[src/design/sgdma_pkg.sv]
// shared constants, carriers and states of the scatter-gather dma control
package sgdma_pkg;

  // ----------------------------------------------------------------
  // register byte addresses
  // ----------------------------------------------------------------
  localparam int unsigned AXI_AW                      = 8;
  localparam logic [7:0]  OFS_FIRST_DESCRIPTOR_LO     = 8'h00;
  localparam logic [7:0]  OFS_FIRST_DESCRIPTOR_HI     = 8'h04;
  localparam logic [7:0]  OFS_CHAIN_BYTE_COUNT_LOW    = 8'h08;
  localparam logic [7:0]  OFS_CHAIN_BYTE_COUNT_HIGH   = 8'h0c;
  localparam logic [7:0]  OFS_BYTES_REMAINING_LOW     = 8'h10;
  localparam logic [7:0]  OFS_BYTES_REMAINING_HIGH    = 8'h14;
  localparam logic [7:0]  OFS_TRANSFER_CONTROL        = 8'h18;
  localparam logic [7:0]  OFS_DMA_START               = 8'h1c;

  // ----------------------------------------------------------------
  // transfer_control fields and reset values
  // ----------------------------------------------------------------
  localparam int unsigned CTL_AUTO_START   = 0;
  localparam int unsigned CTL_ABORT        = 1;
  localparam int unsigned CTL_DIRECTION    = 2;
  localparam int unsigned CTL_UNTHROTTLED  = 8;
  localparam int unsigned CTL_WIDE         = 18;
  localparam int unsigned CTL_CHAINING     = 19;
  localparam int unsigned CTL_CMD_LSB      = 20;
  localparam logic [3:0]  CMD_NORMAL       = 4'hf;
  localparam logic [31:0] CTL_KEEP_MASK    = 32'h00fc0105;
  localparam logic [31:0] REG_RESET        = 32'h0000_0000;
  localparam int unsigned START_BIT        = 0;

  // ----------------------------------------------------------------
  // bus answers, descriptor words and beat sizes
  // ----------------------------------------------------------------
  localparam logic [1:0]  RESP_OKAY        = 2'h0;
  localparam logic [1:0]  RESP_SLVERR      = 2'h2;
  localparam logic [1:0]  DESC_DEST        = 2'h0;
  localparam logic [1:0]  DESC_SIZE        = 2'h1;
  localparam logic [1:0]  DESC_NEXT        = 2'h2;
  localparam logic [63:0] BEAT_BYTES_32    = 64'h4;
  localparam logic [63:0] BEAT_BYTES_64    = 64'h8;

  typedef enum logic [2:0]
  {
    ST_IDLE  = 3'b001,
    ST_FETCH = 3'b010,
    ST_XFER  = 3'b100
  } eng_state_t;

  typedef struct packed {
    logic [AXI_AW-1:0] awaddr;
    logic              awvalid;
    logic [31:0]       wdata;
    logic [3:0]        wstrb;
    logic              wvalid;
    logic              bready;
    logic [AXI_AW-1:0] araddr;
    logic              arvalid;
    logic              rready;
  } axil_req_t;

  typedef struct packed {
    logic        awready;
    logic        wready;
    logic        bvalid;
    logic [1:0]  bresp;
    logic        arready;
    logic        rvalid;
    logic [31:0] rdata;
    logic [1:0]  rresp;
  } axil_rsp_t;

  typedef struct packed {
    logic        req;
    logic        we;
    logic        wide;
    logic [63:0] addr;
    logic [63:0] wdata;
  } host_req_t;

endpackage : sgdma_pkg

[src/design/axil_front.sv]
// axi4-lite slave handshakes: address/data capture and answers
`timescale 1ns/1ps
module axil_front
(
  // clock and reset
  input  logic                       clk_sys,
  input  logic                       rst_b,
  // bus
  input  sgdma_pkg::axil_req_t       s_req,
  output sgdma_pkg::axil_rsp_t       s_rsp,
  // register file side
  input  logic [31:0]                rd_word,
  input  logic                       rd_err,
  input  logic                       wr_err,
  output logic                       wr_en,
  output logic [sgdma_pkg::AXI_AW-1:0] wr_addr,
  output logic [31:0]                wr_data,
  output logic [3:0]                 wr_strb
);
  import sgdma_pkg::*;

  typedef struct packed {
    logic              aw_held;
    logic [AXI_AW-1:0] aw_addr;
    logic              w_held;
    logic [31:0]       w_data;
    logic [3:0]        w_strb;
    axil_rsp_t         rsp;
  } front_t;

  front_t r;
  front_t n;

  // write fires once address and data are both held
  assign wr_en   = r.aw_held & r.w_held & ~r.rsp.bvalid;
  assign wr_addr = r.aw_addr;
  assign wr_data = r.w_data;
  assign wr_strb = r.w_strb;

  // channels taken in either order; read answered at the taking edge
  always_comb
  begin
    n = r;
    if (s_req.awvalid && r.rsp.awready)
    begin
      n.aw_held = 1'b1;
      n.aw_addr = s_req.awaddr;
    end
    if (s_req.wvalid && r.rsp.wready)
    begin
      n.w_held = 1'b1;
      n.w_data = s_req.wdata;
      n.w_strb = s_req.wstrb;
    end
    if (r.rsp.bvalid && s_req.bready)
      n.rsp.bvalid = 1'b0;
    if (wr_en)
    begin
      n.aw_held    = 1'b0;
      n.w_held     = 1'b0;
      n.rsp.bvalid = 1'b1;
      n.rsp.bresp  = wr_err ? RESP_SLVERR : RESP_OKAY;
    end
    if (s_req.arvalid && r.rsp.arready)
    begin
      n.rsp.rvalid = 1'b1;
      n.rsp.rdata  = rd_word;
      n.rsp.rresp  = rd_err ? RESP_SLVERR : RESP_OKAY;
    end
    else if (r.rsp.rvalid && s_req.rready)
      n.rsp.rvalid = 1'b0;
    n.rsp.awready = ~n.aw_held & ~n.rsp.bvalid;
    n.rsp.wready  = ~n.w_held & ~n.rsp.bvalid;
    n.rsp.arready = ~n.rsp.rvalid;
  end

  always_ff @(posedge clk_sys or negedge rst_b)
  begin
    if (!rst_b)
      r <= '0;
    else
      r <= n;
  end

  assign s_rsp = r.rsp;
endmodule : axil_front

[src/design/sgdma_ctrl.sv]
// scatter-gather dma control: registers, descriptor walk, byte counting
//
// Function
// - start loads chain byte count into counter
// - each transfer decreases the remaining count
// - at zero reload count, fetch first descriptor
// - remaining count readable as two words
// - auto-start restarts at zero, else stops
// - abort stops at once, reads zero
// - direction: 0 writes host, 1 reads
// - unthrottled mode ignores acquisition data availability
// - width bit picks 32 or 64-bit beats
// - chaining bit picks single or chained operation
// - new first pointer used only at start and at zero
// - descriptor gives destination, size, next address
`timescale 1ns/1ps
module sgdma_ctrl
(
  // clock and reset
  input  logic                  clk_sys,
  input  logic                  rst_b,
  // register bus
  input  sgdma_pkg::axil_req_t  s_req,
  output sgdma_pkg::axil_rsp_t  s_rsp,
  // host memory port
  output sgdma_pkg::host_req_t  hm_out,
  input  logic                  hm_ack,
  input  logic [63:0]           hm_rdata,
  // acquisition source
  input  logic                  acq_valid,
  input  logic [63:0]           acq_data,
  output logic                  acq_take,
  // data read from host
  output logic                  snk_valid,
  output logic [63:0]           snk_data
);
  import sgdma_pkg::*;

  // ----------------------------------------------------------------
  // register file
  // ----------------------------------------------------------------
  logic                 wr_en;
  logic [AXI_AW-1:0]    wr_addr;
  logic [31:0]          wr_data;
  logic [3:0]           wr_strb;
  logic [31:0]          rd_word;
  logic                 rd_err;
  logic                 wr_err;
  logic [31:0]          ptr_lo;
  logic [31:0]          ptr_hi;
  logic [31:0]          cnt_lo;
  logic [31:0]          cnt_hi;
  logic [31:0]          ctl;
  logic [63:0]          first_ptr;
  logic [63:0]          chain_cnt;
  logic                 abort_wr;
  logic                 go_wr;

  axil_front u_front
  (
    .clk_sys (clk_sys),
    .rst_b   (rst_b),
    .s_req   (s_req),
    .s_rsp   (s_rsp),
    .rd_word (rd_word),
    .rd_err  (rd_err),
    .wr_err  (wr_err),
    .wr_en   (wr_en),
    .wr_addr (wr_addr),
    .wr_data (wr_data),
    .wr_strb (wr_strb)
  );

  wstrb_word u_ptr_lo
  (
    .clk_sys (clk_sys), .rst_b (rst_b), .strb (wr_strb), .din (wr_data),
    .wr      (wr_en && wr_addr == OFS_FIRST_DESCRIPTOR_LO),
    .q       (ptr_lo)
  );

  wstrb_word u_ptr_hi
  (
    .clk_sys (clk_sys), .rst_b (rst_b), .strb (wr_strb), .din (wr_data),
    .wr      (wr_en && wr_addr == OFS_FIRST_DESCRIPTOR_HI),
    .q       (ptr_hi)
  );

  wstrb_word u_cnt_lo
  (
    .clk_sys (clk_sys), .rst_b (rst_b), .strb (wr_strb), .din (wr_data),
    .wr      (wr_en && wr_addr == OFS_CHAIN_BYTE_COUNT_LOW),
    .q       (cnt_lo)
  );

  wstrb_word u_cnt_hi
  (
    .clk_sys (clk_sys), .rst_b (rst_b), .strb (wr_strb), .din (wr_data),
    .wr      (wr_en && wr_addr == OFS_CHAIN_BYTE_COUNT_HIGH),
    .q       (cnt_hi)
  );

  // only documented control bits are kept; abort is never stored
  wstrb_word #(.MASK (CTL_KEEP_MASK)) u_ctl
  (
    .clk_sys (clk_sys), .rst_b (rst_b), .strb (wr_strb), .din (wr_data),
    .wr      (wr_en && wr_addr == OFS_TRANSFER_CONTROL),
    .q       (ctl)
  );

  assign first_ptr = {ptr_hi, ptr_lo};
  assign chain_cnt = {cnt_hi, cnt_lo};
  assign abort_wr  = wr_en && wr_addr == OFS_TRANSFER_CONTROL &&
                     wr_strb[0] && wr_data[CTL_ABORT];
  assign go_wr     = wr_en && wr_addr == OFS_DMA_START &&
                     wr_strb[0] && wr_data[START_BIT];
  assign wr_err    = (wr_addr[1:0] != 2'h0) ||
                     (wr_addr > OFS_DMA_START);

  // ----------------------------------------------------------------
  // engine state
  // ----------------------------------------------------------------
  typedef struct packed {
    eng_state_t  st;
    logic [1:0]  idx;
    logic [63:0] bytes_left;
    logic [63:0] desc_ptr;
    logic [63:0] xaddr;
    logic [31:0] dleft;
    logic [63:0] next_ptr;
    host_req_t   hm;
    logic        acq_take;
    logic        snk_valid;
    logic [63:0] snk_data;
  } eng_t;

  eng_t        r;
  eng_t        n;
  logic [63:0] beat;
  logic        start_evt;
  logic        zero_evt;
  logic        end_desc;
  logic        ack_x;

  assign beat      = ctl[CTL_WIDE] ? BEAT_BYTES_64 : BEAT_BYTES_32;
  assign ack_x     = r.st == ST_XFER && r.hm.req && hm_ack;
  assign zero_evt  = ack_x && r.bytes_left <= beat;
  // start needs the normal command code and a nonzero count
  assign start_evt = r.st == ST_IDLE && go_wr && chain_cnt != 64'h0 &&
                     ctl[CTL_CMD_LSB +: 4] == CMD_NORMAL;

  // descriptor walk and beat issue; one host request in flight
  always_comb
  begin
    n           = r;
    end_desc    = 1'b0;
    n.acq_take  = 1'b0;
    n.snk_valid = 1'b0;
    unique case (r.st)
      ST_IDLE:
      begin
        if (start_evt)
        begin
          n.bytes_left = chain_cnt;
          n.desc_ptr   = first_ptr;
          n.idx        = DESC_DEST;
          n.st         = ST_FETCH;
        end
      end
      ST_FETCH:
      begin
        if (!r.hm.req)
        begin
          n.hm.req  = 1'b1;
          n.hm.we   = 1'b0;
          n.hm.wide = 1'b1;
          n.hm.addr = r.desc_ptr + {59'h0, r.idx, 3'h0};
        end
        else if (hm_ack)
        begin
          n.hm.req = 1'b0;
          unique case (r.idx)
            DESC_DEST: n.xaddr    = hm_rdata;
            DESC_SIZE: n.dleft    = hm_rdata[31:0];
            DESC_NEXT: n.next_ptr = hm_rdata;
            default:   n.st       = ST_IDLE;
          endcase
          if (r.idx == DESC_NEXT)
            n.st = ST_XFER;
          else
            n.idx = r.idx + 2'h1;
        end
      end
      ST_XFER:
      begin
        if (!r.hm.req)
        begin
          if (r.dleft == 32'h0)
            end_desc = 1'b1;
          else if (ctl[CTL_DIRECTION])
          begin
            n.hm.req  = 1'b1;
            n.hm.we   = 1'b0;
            n.hm.wide = ctl[CTL_WIDE];
            n.hm.addr = r.xaddr;
          end
          else if (acq_valid || ctl[CTL_UNTHROTTLED])
          begin
            n.hm.req    = 1'b1;
            n.hm.we     = 1'b1;
            n.hm.wide   = ctl[CTL_WIDE];
            n.hm.addr   = r.xaddr;
            n.hm.wdata  = acq_data;
            n.acq_take  = acq_valid;
          end
        end
        else if (hm_ack)
        begin
          n.hm.req = 1'b0;
          n.xaddr  = r.xaddr + beat;
          n.dleft  = (r.dleft > beat[31:0]) ? r.dleft - beat[31:0] : 32'h0;
          if (!r.hm.we)
          begin
            n.snk_valid = 1'b1;
            n.snk_data  = hm_rdata;
          end
          if (!zero_evt)
          begin
            n.bytes_left = r.bytes_left - beat;
            end_desc     = n.dleft == 32'h0;
          end
          else
          begin
            n.bytes_left = chain_cnt;
            n.desc_ptr   = first_ptr;
            n.idx        = DESC_DEST;
            n.st         = ctl[CTL_AUTO_START] ? ST_FETCH : ST_IDLE;
          end
        end
        if (end_desc)
        begin
          n.desc_ptr = r.next_ptr;
          n.idx      = DESC_DEST;
          n.st       = ctl[CTL_CHAINING] ? ST_FETCH : ST_IDLE;
        end
      end
      default:
        n.st = ST_IDLE;
    endcase
    if (abort_wr)
    begin
      n.st     = ST_IDLE;
      n.hm.req = 1'b0;
    end
  end

  always_ff @(posedge clk_sys or negedge rst_b)
  begin
    if (!rst_b)
    begin
      r    <= '0;
      r.st <= ST_IDLE;
    end
    else
      r <= n;
  end

  assign hm_out    = r.hm;
  assign acq_take  = r.acq_take;
  assign snk_valid = r.snk_valid;
  assign snk_data  = r.snk_data;

  // ----------------------------------------------------------------
  // register read decode
  // ----------------------------------------------------------------
  always_comb
  begin
    rd_word = REG_RESET;
    rd_err  = 1'b0;
    case (s_req.araddr)
      OFS_FIRST_DESCRIPTOR_LO:   rd_word = ptr_lo;
      OFS_FIRST_DESCRIPTOR_HI:   rd_word = ptr_hi;
      OFS_CHAIN_BYTE_COUNT_LOW:  rd_word = cnt_lo;
      OFS_CHAIN_BYTE_COUNT_HIGH: rd_word = cnt_hi;
      OFS_BYTES_REMAINING_LOW:   rd_word = r.bytes_left[31:0];
      OFS_BYTES_REMAINING_HIGH:  rd_word = r.bytes_left[63:32];
      OFS_TRANSFER_CONTROL:      rd_word = ctl;
      OFS_DMA_START:             rd_word = {31'h0, r.st != ST_IDLE};
      default:                   rd_err  = 1'b1;
    endcase
  end
endmodule : sgdma_ctrl

[src/design/wstrb_word.sv]
// one software register word with byte strobes and a keep mask
`timescale 1ns/1ps
module wstrb_word
#(
  parameter int unsigned W    = 32,
  parameter logic [W-1:0] MASK = '1
)
(
  // clock and reset
  input  logic             clk_sys,
  input  logic             rst_b,
  // write port
  input  logic             wr,
  input  logic [W/8-1:0]   strb,
  input  logic [W-1:0]     din,
  // stored value
  output logic [W-1:0]     q
);
  typedef struct packed {
    logic [W-1:0] q;
  } word_t;

  word_t r;
  word_t n;

  // byte lanes update only where strobed; masked bits stay zero
  always_comb
  begin
    n = r;
    if (wr)
    begin
      for (int b = 0; b < W/8; b++)
      begin
        if (strb[b])
          n.q[8*b +: 8] = din[8*b +: 8] & MASK[8*b +: 8];
      end
    end
  end

  always_ff @(posedge clk_sys or negedge rst_b)
  begin
    if (!rst_b)
      r <= '0;
    else
      r <= n;
  end

  assign q = r.q;
endmodule : wstrb_word

[config.mk]
export PLATFORM = sky130hd
export DESIGN_NAME = sgdma_ctrl
export DESIGN_NICKNAME = d
export VERILOG_FILES = /design/src/design/sgdma_pkg.sv /design/src/design/axil_front.sv /design/src/design/sgdma_ctrl.sv /design/src/design/wstrb_word.sv
export SDC_FILE = /design/constraint.sdc
export NUM_CORES = 1
export LEC_CHECK = 0
export BUFFER_PORTS_ARGS = -buffer_cell sky130_fd_sc_hd__buf_2
export CORE_MARGIN = 5
export CORE_UTILIZATION = 60
export CTS_CLUSTER_DIAMETER = 60
export DETAILED_ROUTE_END_ITERATION = 7
export PLACE_DENSITY = 0.81
export SLEW_MARGIN = 20
export SYNTH_ARGS = -nofsm -noshare
export SYNTH_HDL_FRONTEND = slang
export SYNTH_SLANG_ARGS = --single-unit
[constraint.sdc]
create_clock -name clk_sys -period 12.1 [get_ports clk_sys]
set_input_delay 0 -clock clk_sys [delete_from_list [all_inputs] [get_ports clk_sys]]
set_output_delay 0 -clock clk_sys [all_outputs]
set_load 0.02 [all_outputs]
After elaboration in Yosys (flattened, before gate mapping)
Cells that the tools add are included.
{"block": "word_totals", "output_inout_bits": 238, "wordCells": 232, "regBits": 714}
{"block": "classes", "order_cmp": 3, "muxes": 58, "bitwise_logic": 13, "n_addsub": 5, "n_eq_ne": 41, "reduce_logical": 65}
{"op": "two-way mux 229 bit", "count": 2}
{"op": "two-way mux 64 bit", "count": 5}
{"op": "two-way mux 132 bit", "count": 2}
{"op": "two-way mux 65 bit", "count": 4}
{"op": "case mux 128 bit (2 select lines)", "count": 1}
{"op": "case mux 32 bit (8 select lines)", "count": 1}
{"op": "case mux 96 bit (2 select lines)", "count": 1}
{"op": "two-way mux 161 bit", "count": 1}
{"op": "two-way mux 160 bit", "count": 1}
{"op": "case mux 67 bit (2 select lines)", "count": 1}
{"op": "two-way mux 133 bit", "count": 1}
{"op": "two-way mux 66 bit", "count": 2}
{"op": "two-way mux 131 bit", "count": 1}
{"op": "two-way mux 67 bit", "count": 1}
{"op": "adder 64 x 4 -> 64 bit", "count": 1}
{"op": "adder 64 x 5 -> 64 bit", "count": 1}
{"op": "less-or-equal comparator 64 x 4 -> 1 bit", "count": 1}
{"op": "logical NOT 32 bit", "count": 2}
{"op": "two-way mux 32 bit", "count": 2}
{"op": "nonzero test 64 bit", "count": 1}
{"op": "subtractor 64 x 4 -> 64 bit", "count": 1}
{"op": "== test 8 x 5 -> 1 bit, second input constant", "count": 6}
{"op": "AND reduction 2 bit", "count": 19}
{"op": "two-way mux 37 bit", "count": 1}
{"op": "other kinds (42)", "count": 126}

Depth between registers and ports, before layout
Gate-level depths: netlist of run 1.
{"block": "depth", "depth_word": 11, "ltp_mapped": 15, "ltp_nobuf": 13}

Hierarchy
A second synthesis of run 1 with hierarchy kept.
{"block": "hier_totals", "cells_unflattened": 3578, "hier_area_um2": 36929.2}
{"mod": "sgdma_ctrl", "n_inst": 1, "cells_each": 2989, "seq_area_each_um2": 12263.0, "area_each_um2": 27779.1}
{"mod": "wstrb_word (u_cnt_hi ...)", "n_inst": 4, "cells_each": 68, "seq_area_each_um2": 800.8, "area_each_um2": 1186.1}
{"mod": "axil_front", "n_inst": 1, "cells_each": 272, "seq_area_each_um2": 2127.0, "area_each_um2": 3888.7}
{"mod": "wstrb_word (u_ctl)", "n_inst": 1, "cells_each": 45, "seq_area_each_um2": 225.2, "area_each_um2": 516.7}

Least setup slack after synthesis of run 1
No wires, ideal clock.
{"block": "synth_path", "kind": "flip-flop to flip-flop", "startpoint": "register u_ctl.r, in the netlist u_ctl.q[18]", "endpoint": "register r[357] in the netlist's numbering", "arrival_ns": 3.963, "path_slack_ns": 8.012, "path_stages_with_launch": 16, "setup_ns": 0.125, "path_cell_list": "dfrtp_1 > inv_1 > ha_1 > fa_1 > clkbuf_1 > nor4b_1 > nand4_2 > or4_4 > xnor2_1 > a31oi_1 > nor4b_2 > o21a_1 > buf_6 > buf_12 > mux2_4 > mux2_4"}
{"block": "synth_between", "elab_chain_cells": 10, "word_cells_on_any_way": 17, "classes_between": "1 x add/sub; 2 x order compare; 3 x eq/ne; 8 x mux; 3 x reduce/logical"}
{"element": "start, declared", "line_no": "wstrb_word.sv:23", "rtl": "word_t r;"}
{"element": "start signal, assigned", "line_no": "wstrb_word.sv:45", "rtl": "r <= n;"}
{"element": "two-way mux 4 bit *", "line_no": "sgdma_ctrl.sv:144", "rtl": "assign beat = ctl[CTL_WIDE] ? BEAT_BYTES_64 : BEAT_BYTES_32;"}
{"element": "subtractor 32 x 4 -> 32 bit / > comparator 32 x 4 -> 1 bit (equally long branches)", "line_no": "sgdma_ctrl.sv:220", "rtl": "n.dleft = (r.dleft > beat[31:0]) ? r.dleft - beat[31:0] : 32'h0;"}
{"element": "two-way mux 32 bit", "line_no": "sgdma_ctrl.sv:220"}
{"element": "logical NOT 32 bit", "line_no": "sgdma_ctrl.sv:229", "rtl": "end_desc = n.dleft == 32'h0;"}
{"element": "two-way mux 1 bit", "line_no": "sgdma_ctrl.sv:226", "rtl": "if (!zero_evt)"}
{"element": "two-way mux 1 bit", "line_no": "sgdma_ctrl.sv:216", "rtl": "else if (hm_ack)"}
{"element": "two-way mux 1 bit", "line_no": "sgdma_ctrl.sv:195", "rtl": "if (!r.hm.req)"}
{"element": "two-way mux 1 bit", "line_no": "sgdma_ctrl.sv:158", "rtl": "unique case (r.st)"}
{"element": "!= test 3 x 2 -> 1 bit (no line) / two-way mux 64 bit (equally long branches)"}
{"element": "AND reduction 5 bit (no line) / case mux 128 bit (2 select lines) (equally long branches)"}
{"element": "end signal, assigned", "line_no": "sgdma_ctrl.sv:264", "rtl": "r <= n;"}
{"element": "end, declared", "line_no": "sgdma_ctrl.sv:136", "rtl": "eng_t r;"}
Mark *: on every way between the ends. The rest lies on a longest branch, timed or not. The select of a mux whose other input is x is not followed.
A chain may end at the register's enable or synchronous reset.

Worst setup path in the final report of run 1
{"block": "layout_path", "startpoint": "register u_ctl.r, in the netlist u_ctl.q[18]", "endpoint": "register r[395] in the netlist's numbering"}
The elaborated chain is that of the path after synthesis.

==> impl_metrics.json, run 1 <==
{
  "rr_endpoint": "r[395]",
  "nets": 3964,
  "wl_per_cell_um": 25.8,
  "ant_nets": 0,
  "clkTransAtPathRegs_ns": 0.06,
  "place_ws_ns": 6.36,
  "relSlewSlack_pct": 17.9,
  "yosysUniqueCellTypes": 89,
  "critPathCapture": "r[395]",
  "vias_per_cell": 6.54,
  "tightestPinTransition_ns": 1.23,
  "grt_pass1_wl_mm": 182,
  "remaining_drc_errors": 0,
  "cts_resized": 0,
  "cts_buffer_depth": 3,
  "synth_area_sq_mm": 0.0370,
  "holdCritPathClass": "input port to async pin",
  "htree_num_levels": 3,
  "drtIter0Drc": 3526,
  "fin_area_sq_mm": 0.0424,
  "fin_worst_skew_ns": 0.0338,
  "vias": 30179,
  "hold_viol": 0,
  "r2r_setup_slack_ns": 6.29,
  "drive_above_1_share_pct": 29.9,
  "rows": 91,
  "fin_hold_ws_ns": 0.0261,
  "grt_max_degree": 170,
  "critical_path_class": "flip-flop to flip-flop",
  "ys_seq_area_share_pct": 48.1,
  "fin_crit_sh_pct": 48.0,
  "reg2reg_from": "u_ctl.q[18]",
  "yosysWarnings": 0,
  "fin_cells": 4615,
  "dp_cells": 4284,
  "r2r_cells": 13,
  "floorplan.initialDensity_pct": 60.3,
  "setup.worst_path.start": "u_ctl.q[18]",
  "peakVddDrop_v": 0.000132,
  "final_util_pct": 69.2,
  "io_buffers": 424,
  "dp_hpwl_mm": 79.0,
  "leakage_nw": 19.9,
  "grt_antenna_before_repair": 8,
  "syn_inst": 3473,
  "outcome": "finished, final reports clean",
  "die_area_sq_mm": 0.0667,
  "numCtsBuffers": 76,
  "ios": 427,
  "design_power_total_mw": 5.86,
  "grt_setup_unrepaired": "no",
  "placed_cell_area_sq_mm": 0.0379,
  "end_kind": "flip-flop",
  "synth_seq_cells": 712,
  "chipHeight_um": 258,
  "synth-edff-count": 0,
  "place_congestion": 1.03,
  "post_cts_buffers": 0,
  "clock_latency_ns": 0.65,
  "grt.overflow.total": 0,
  "period_needed_ns": 5.81,
  "power_density_mw_per_mm2": 138,
  "synth-main-ff-cell": "dfrtp_1",
  "drt_pass1_iterations": 7,
  "cts_sinks": 712,
  "grt_pass1_vias": 29577,
  "worst_slack_ns": 6.29,
  "cp.arrival_ns": 6.35,
  "grt.total_usage_pct": 34.7,
  "ys_async_sr_fraction_pct": 100,
  "cts_root_buf": "clkbuf_16",
  "startpoint_type": "flip-flop",
  "cap_violations": 0,
  "holdBufCountCts": 187,
  "worstPathMaxFanout": 58,
  "fin_tns_setup_ns": 0,
  "clock.fmax_mhz": 172,
  "cp_data_required_time_ns": 12.63,
  "tritoncts": "yes",
  "synth_area_per_cell_sq_um": 10.7,
  "slew_viol_final": 0,
  "dieWidth_um": 258,
  "postRouteWirelength_mm": 119,
  "core_sq_mm": 0.0614,
  "setup_viol": 0,
  "layout-area-overhead-vs-synth_pct": 14.7
}
## kinds of logic after synthesis
group           count (synthesis)  synth area share (%)
buf+inv                       495                  7.89
mux                           540                  17.3
flops                         712                  48.1
xor+xnor                       67                  1.59
other cells                     1                0.0101
simple gates                  900                  12.0
fa+ha+maj                      15                 0.588
compound gates                743                  12.5
## worst min path at each step
| stage | from | to | slack, ns | cells past startpoint |
|---|---|---|---|---|
| floorplan | rst_b | acq_take | -0.30 | 0 |
| global placement | rst_b | snk_data[44] | 0.12 | 1 |
| detailed placement | rst_b | snk_data[44] | 0.13 | 1 |
| CTS | hm_ack | r[296] | 0.02 | 4 |
| global route | rst_b | snk_data[44] | 0.09 | 2 |
| finish | rst_b | snk_data[45] | 0.03 | 2 |
## report_power, final
part           switching (mW)  internal [mW]
sequential              0.303           2.52
clock                    1.04           1.44
combinational           0.263          0.279
## layout make-up
cell class / instances / area, sq um
antenna: 5 / 12.5
sequential: 712 / 17800
fill: 4294 / 18900
clock buffer: 104 / 2160
multi-input combinational: 2267 / 16400
timing repair buffer: 651 / 4330
tap: 790 / 988
clock inverter: 34 / 509
inverter: 52 / 195
## worst max-delay path: stages, from the launching register on
cell and delay [ns]:
dfrtp_1 0.46, inv_1 0.34, ha_1 0.30, fa_1 0.55
nor4b_1 0.46, nand4_2 0.33, o31a_1 0.38, nor4b_4 0.26
nand4_1 0.18, nor4b_2 0.56, o21a_4 0.28, buf_4 0.85
mux2_2 0.43, mux2_2 0.27
## placed cells by master, fill, tap and decap left out, drive strengths merged, types with 53 or more instances in the layout
| master | instances |
|---|---|
| dfrtp | 711 |
| mux2 | 487 |
| buf | 464 |
| nor2 | 261 |
| nand2 | 236 |
| a21oi | 216 |
| o21ai | 207 |
| dlygate4sd3 | 187 |
| a22oi | 119 |
| clkbuf | 104 |
| nor3 | 97 |
| nor4 | 61 |
| nand3 | 58 |
| inv | 57 |
| mux2i | 53 |
## cell usage after synthesis, types with 24 or more instances
library cell | instances | share of area [%]
buf_4 | 238 | 4.8
nor2_1 | 260 | 2.6
a31oi_1 | 27 | 0.46
a21oi_1 | 215 | 2.9
a22oi_1 | 119 | 2.4
nand2_1 | 236 | 2.4
nand3_1 | 57 | 0.77
o21ai_0 | 199 | 2.7
dfrtp_1 | 711 | 48
nor4_1 | 56 | 0.95
xor2_1 | 28 | 0.66
mux2_4 | 104 | 4.2
o22ai_1 | 39 | 0.66
clkbuf_1 | 168 | 1.7
inv_1 | 52 | 0.53
mux2_2 | 383 | 12
or3_1 | 24 | 0.41
a221oi_1 | 39 | 0.92
nand4_1 | 45 | 0.76
mux2i_1 | 53 | 1.4
nor3_1 | 95 | 1.3
xnor2_1 | 39 | 0.92
## routing by layer
metal | vias up | share of wire (%) | global-route usage, %
li1 | 12968 | - | -
met3 | 444 | 12 | 10.2
met4 | 0 | 6.5 | 18.1
met1 | 14824 | 37 | 45.7
met5 | - | 0 | 0
met2 | 1943 | 45 | 52.7
## state kept, by name, indices dropped and copies added (netlist names)
signal / count
u_cnt_hi.q: 32
u_front.r: 2
snk_data: 64
hm_out: 131
u_ptr_lo.q: 32
u_ctl.q: 9
u_cnt_lo.q: 32
snk_valid: 1
u_front.wr_data: 32
u_front.wr_addr: 8
u_front.wr_strb: 4
u_ptr_hi.q: 32
u_front.s_rsp: 39
acq_take: 1
r: 293
Power figures use the tool's default switching activity.
==> run 2: changes to the inputs <==
- ABC_AREA: not set -> 1
- CORE_UTILIZATION: 60 -> 54
- PLACE_DENSITY: 0.81 -> 0.76
- clock period: 12.1 -> 5.3 ns (I/O delays scaled with it)
==> run 2 against run 1 <==
Setup slack got worse by 5.1 ns. Synthesized cell count rose by 39%. Sequential share of layout area fell by 1.4 points. Flip-flop and latch count did not move. Core utilization fell by 6.5 points. Clock power rose by 130%. Hold slack got worse by 0.015 ns. Via count rose by 20%. Critical endpoint is now r[374]. Largest power group unchanged.
==> impl_metrics.json, run 2 <==
{
  "r2r_cells": 17,
  "post_cts_buffers": 0,
  "synth_most_common_cell": "nand2_1",
  "outcome": "finished, final reports clean",
  "syn_inst": 4835,
  "grt_pass1_vias": 34564,
  "clock_latency_ns": 0.66,
  "end_kind": "flip-flop",
  "fin_area_sq_mm": 0.0439,
  "rows": 97,
  "setup_viol": 0,
  "cts_root_buf": "clkbuf_16",
  "period_needed_ns": 4.11,
  "critical_path_class": "flip-flop to flip-flop",
  "seqCellArea_sq_mm": 0.0178,
  "ant_nets": 0,
  "cts_resized": 0,
  "fin_crit_sh_pct": 77.6,
  "placed_cell_area_sq_mm": 0.0393,
  "place_congestion": 1.02,
  "ys_top_cells_by_count": "1152 x nand2_1, 711 x dfrtp_1, 550 x o21ai_0, 507 x inv_1, 368 x nor2_1",
  "holdCritPathClass": "input port to async pin",
  "cpMaxStageDelayCell": "buf_4",
  "yosysUniqueCellTypes": 61,
  "synth_seq_cells": 712,
  "grt_antenna_before_repair": 5,
  "clock.fmax_mhz": 243,
  "io_buffers": 424,
  "ys_top_cells_by_area": "dfrtp_1 47%, nand2_1 11%, o21ai_0 7.2%, inv_1 5.0%, buf_4 4.7%",
  "cap_violations": 0,
  "remaining_drc_errors": 0,
  "layout-area-overhead-vs-synth_pct": 14.9,
  "leakage_nw": 21.4,
  "die_area_sq_mm": 0.0761,
  "grt_setup_unrepaired": "no",
  "fin_hold_ws_ns": 0.0114,
  "crit_path_cell_trace": "inv_1 -> ha_1 -> inv_1 -> fa_1 -> nor2_1 -> nand2_1 -> nand2_1 -> nand3_1 -> nand2_2 -> inv_1 -> buf_4 -> nand3_2 -> nand2_2 -> nor2_4 -> buf_4 -> nand2_1 -> o21ai_1",
  "cp.arrival_ns": 4.67,
  "core_sq_mm": 0.0700,
  "ys_seq_area_share_pct": 46.7,
  "chipHeight_um": 276,
  "vias": 36332,
  "drtIter0Drc": 4689,
  "final_common_cell": "nand2_1",
  "grt_pass1_wl_mm": 211,
  "final_cell_mix": "1147 x nand2_1, 711 x dfrtp_1, 550 x o21ai_0, 504 x inv_1, 423 x buf_2",
  "synth_top_cell_by_area": "dfrtp_1",
  "power_density_mw_per_mm2": 467,
  "synth-edff-count": 0,
  "startpoint_type": "flip-flop",
  "cp_data_required_time_ns": 5.86,
  "floorplan.initialDensity_pct": 54.5,
  "r2r_setup_slack_ns": 1.19,
  "synth_area_sq_mm": 0.0382,
  "cts_sinks": 712,
  "holdBufCountCts": 190,
  "postRouteWirelength_mm": 142,
  "htree_num_levels": 3,
  "nets": 5340,
  "grt.overflow.total": 0,
  "cpPeakStageDelay_ns": 0.53,
  "grt.total_usage_pct": 36.3,
  "clkTransAtPathRegs_ns": 0.06,
  "fin_worst_skew_ns": 0.0336,
  "top_register": "r",
  "fin_tns_setup_ns": 0,
  "yosysWarnings": 0,
  "ys_async_sr_fraction_pct": 100,
  "multi_input_area_sq_mm": 0.0158,
  "wl_per_cell_um": 23.1,
  "drive_above_1_share_pct": 13.7,
  "largest_register_ffs": 293,
  "ios": 427,
  "peakVddDrop_v": 0.000366,
  "synth_area_per_cell_sq_um": 7.90,
  "hold_viol": 0,
  "synth-main-ff-cell": "dfrtp_1",
  "slew_viol_final": 0,
  "synth_top_area_share_pct": 46.6,
  "cts_buffer_depth": 3,
  "grt_max_degree": 180,
  "dp_hpwl_mm": 102,
  "tritoncts": "yes",
  "vias_per_cell": 5.91,
  "relSlewSlack_pct": 16.2,
  "tightestPinTransition_ns": 1.25,
  "nFillCells": 6093,
  "worstPathMaxFanout": 54,
  "dieWidth_um": 276,
  "drt_pass1_iterations": 7,
  "numCtsBuffers": 82
}
run 2: changes by cell type in the layout (fill, tap and decap cells not counted), sizes merged, moves of 120 or more:
cell / change
nand2: +922
o21ai: +397
nand3: +137
mux2: -423
nor2: +120
inv: +457
run 2: cell families (layout without fill, tap and decap cells):
kind of cell / after synthesis / in the layout / synth area share [%]
xor+xnor: 84 / 84 / 1.93
mux: 64 / 64 / 1.89
other cells: 1 / 7 / 0.00982
compound gates: 1059 / 1059 / 15.8
simple gates: 1942 / 1942 / 21.1
flops: 712 / 712 / 46.7
fa+ha+maj: 15 / 15 / 0.570
buf+inv: 958 / 1324 / 12.0
run 2: layer usage:
| layer | track usage [%] | up-vias | wire length (um) |
|---|---|---|---|
| li1 | - | 16323 | - |
| met5 | 0 | - | 31 |
| met2 | 55.6 | 2146 | 63100 |
| met3 | 7.33 | 458 | 13300 |
| met4 | 21.1 | 4 | 10400 |
| met1 | 48.4 | 17401 | 55000 |
run 2: where the power goes:
group          total [mW]  internal [mW]  leakage, nW  switching, mW
Sequential           8.37           6.84         9.46           1.52
Clock                5.72           3.26         1.33           2.46
Combinational        6.42           2.02         10.6           4.40
run 2: path summary, 6_finish.rpt:
| check | start | endpoint |
|---|---|---|
| hold reg to reg | u_front.s_rsp[34] | u_front.s_rsp[35] |
| min in group clk_sys | s_req[2] | u_front.s_rsp[1] |
| setup / recovery | u_ctl.q[18] | r[374] |
| setup reg to reg | u_ctl.q[18] | r[374] |
| hold / removal | rst_b | snk_data[10] |
| max in group asynchronous | rst_b | r[439] |
run 2: cell type report:
type	instances	area share, %
diodes	5	0.0285
multi-input cells	3166	36.1
well taps	940	2.68
clock inverters	38	0.844
flip-flops and latches	712	40.6
inverters	521	4.47
clock buffers	112	5.30
repair buffers	653	9.97
run 2: stage by stage:
step,util (%),worst slack [ns],total power [mW],std cells
CTS,62.6,1.30,20.3,6142
detailed placement,56.1,1.35,14.4,5802
global placement,56.1,1.50,14.3,5802
floorplan,-,2.27,12.4,4836
finish,62.7,1.19,20.5,6147
global route,62.6,0.852,21.5,6143
run 2: critical path: cells and delay by family (launching register included):
| family | cells | cell delay [ns] |
|---|---|---|
| flops | 1 | 0.43 |
| compound gates | 1 | 0.11 |
| fa+ha+maj | 2 | 0.63 |
| simple gates | 9 | 1.55 |
| buf+inv | 5 | 1.28 |
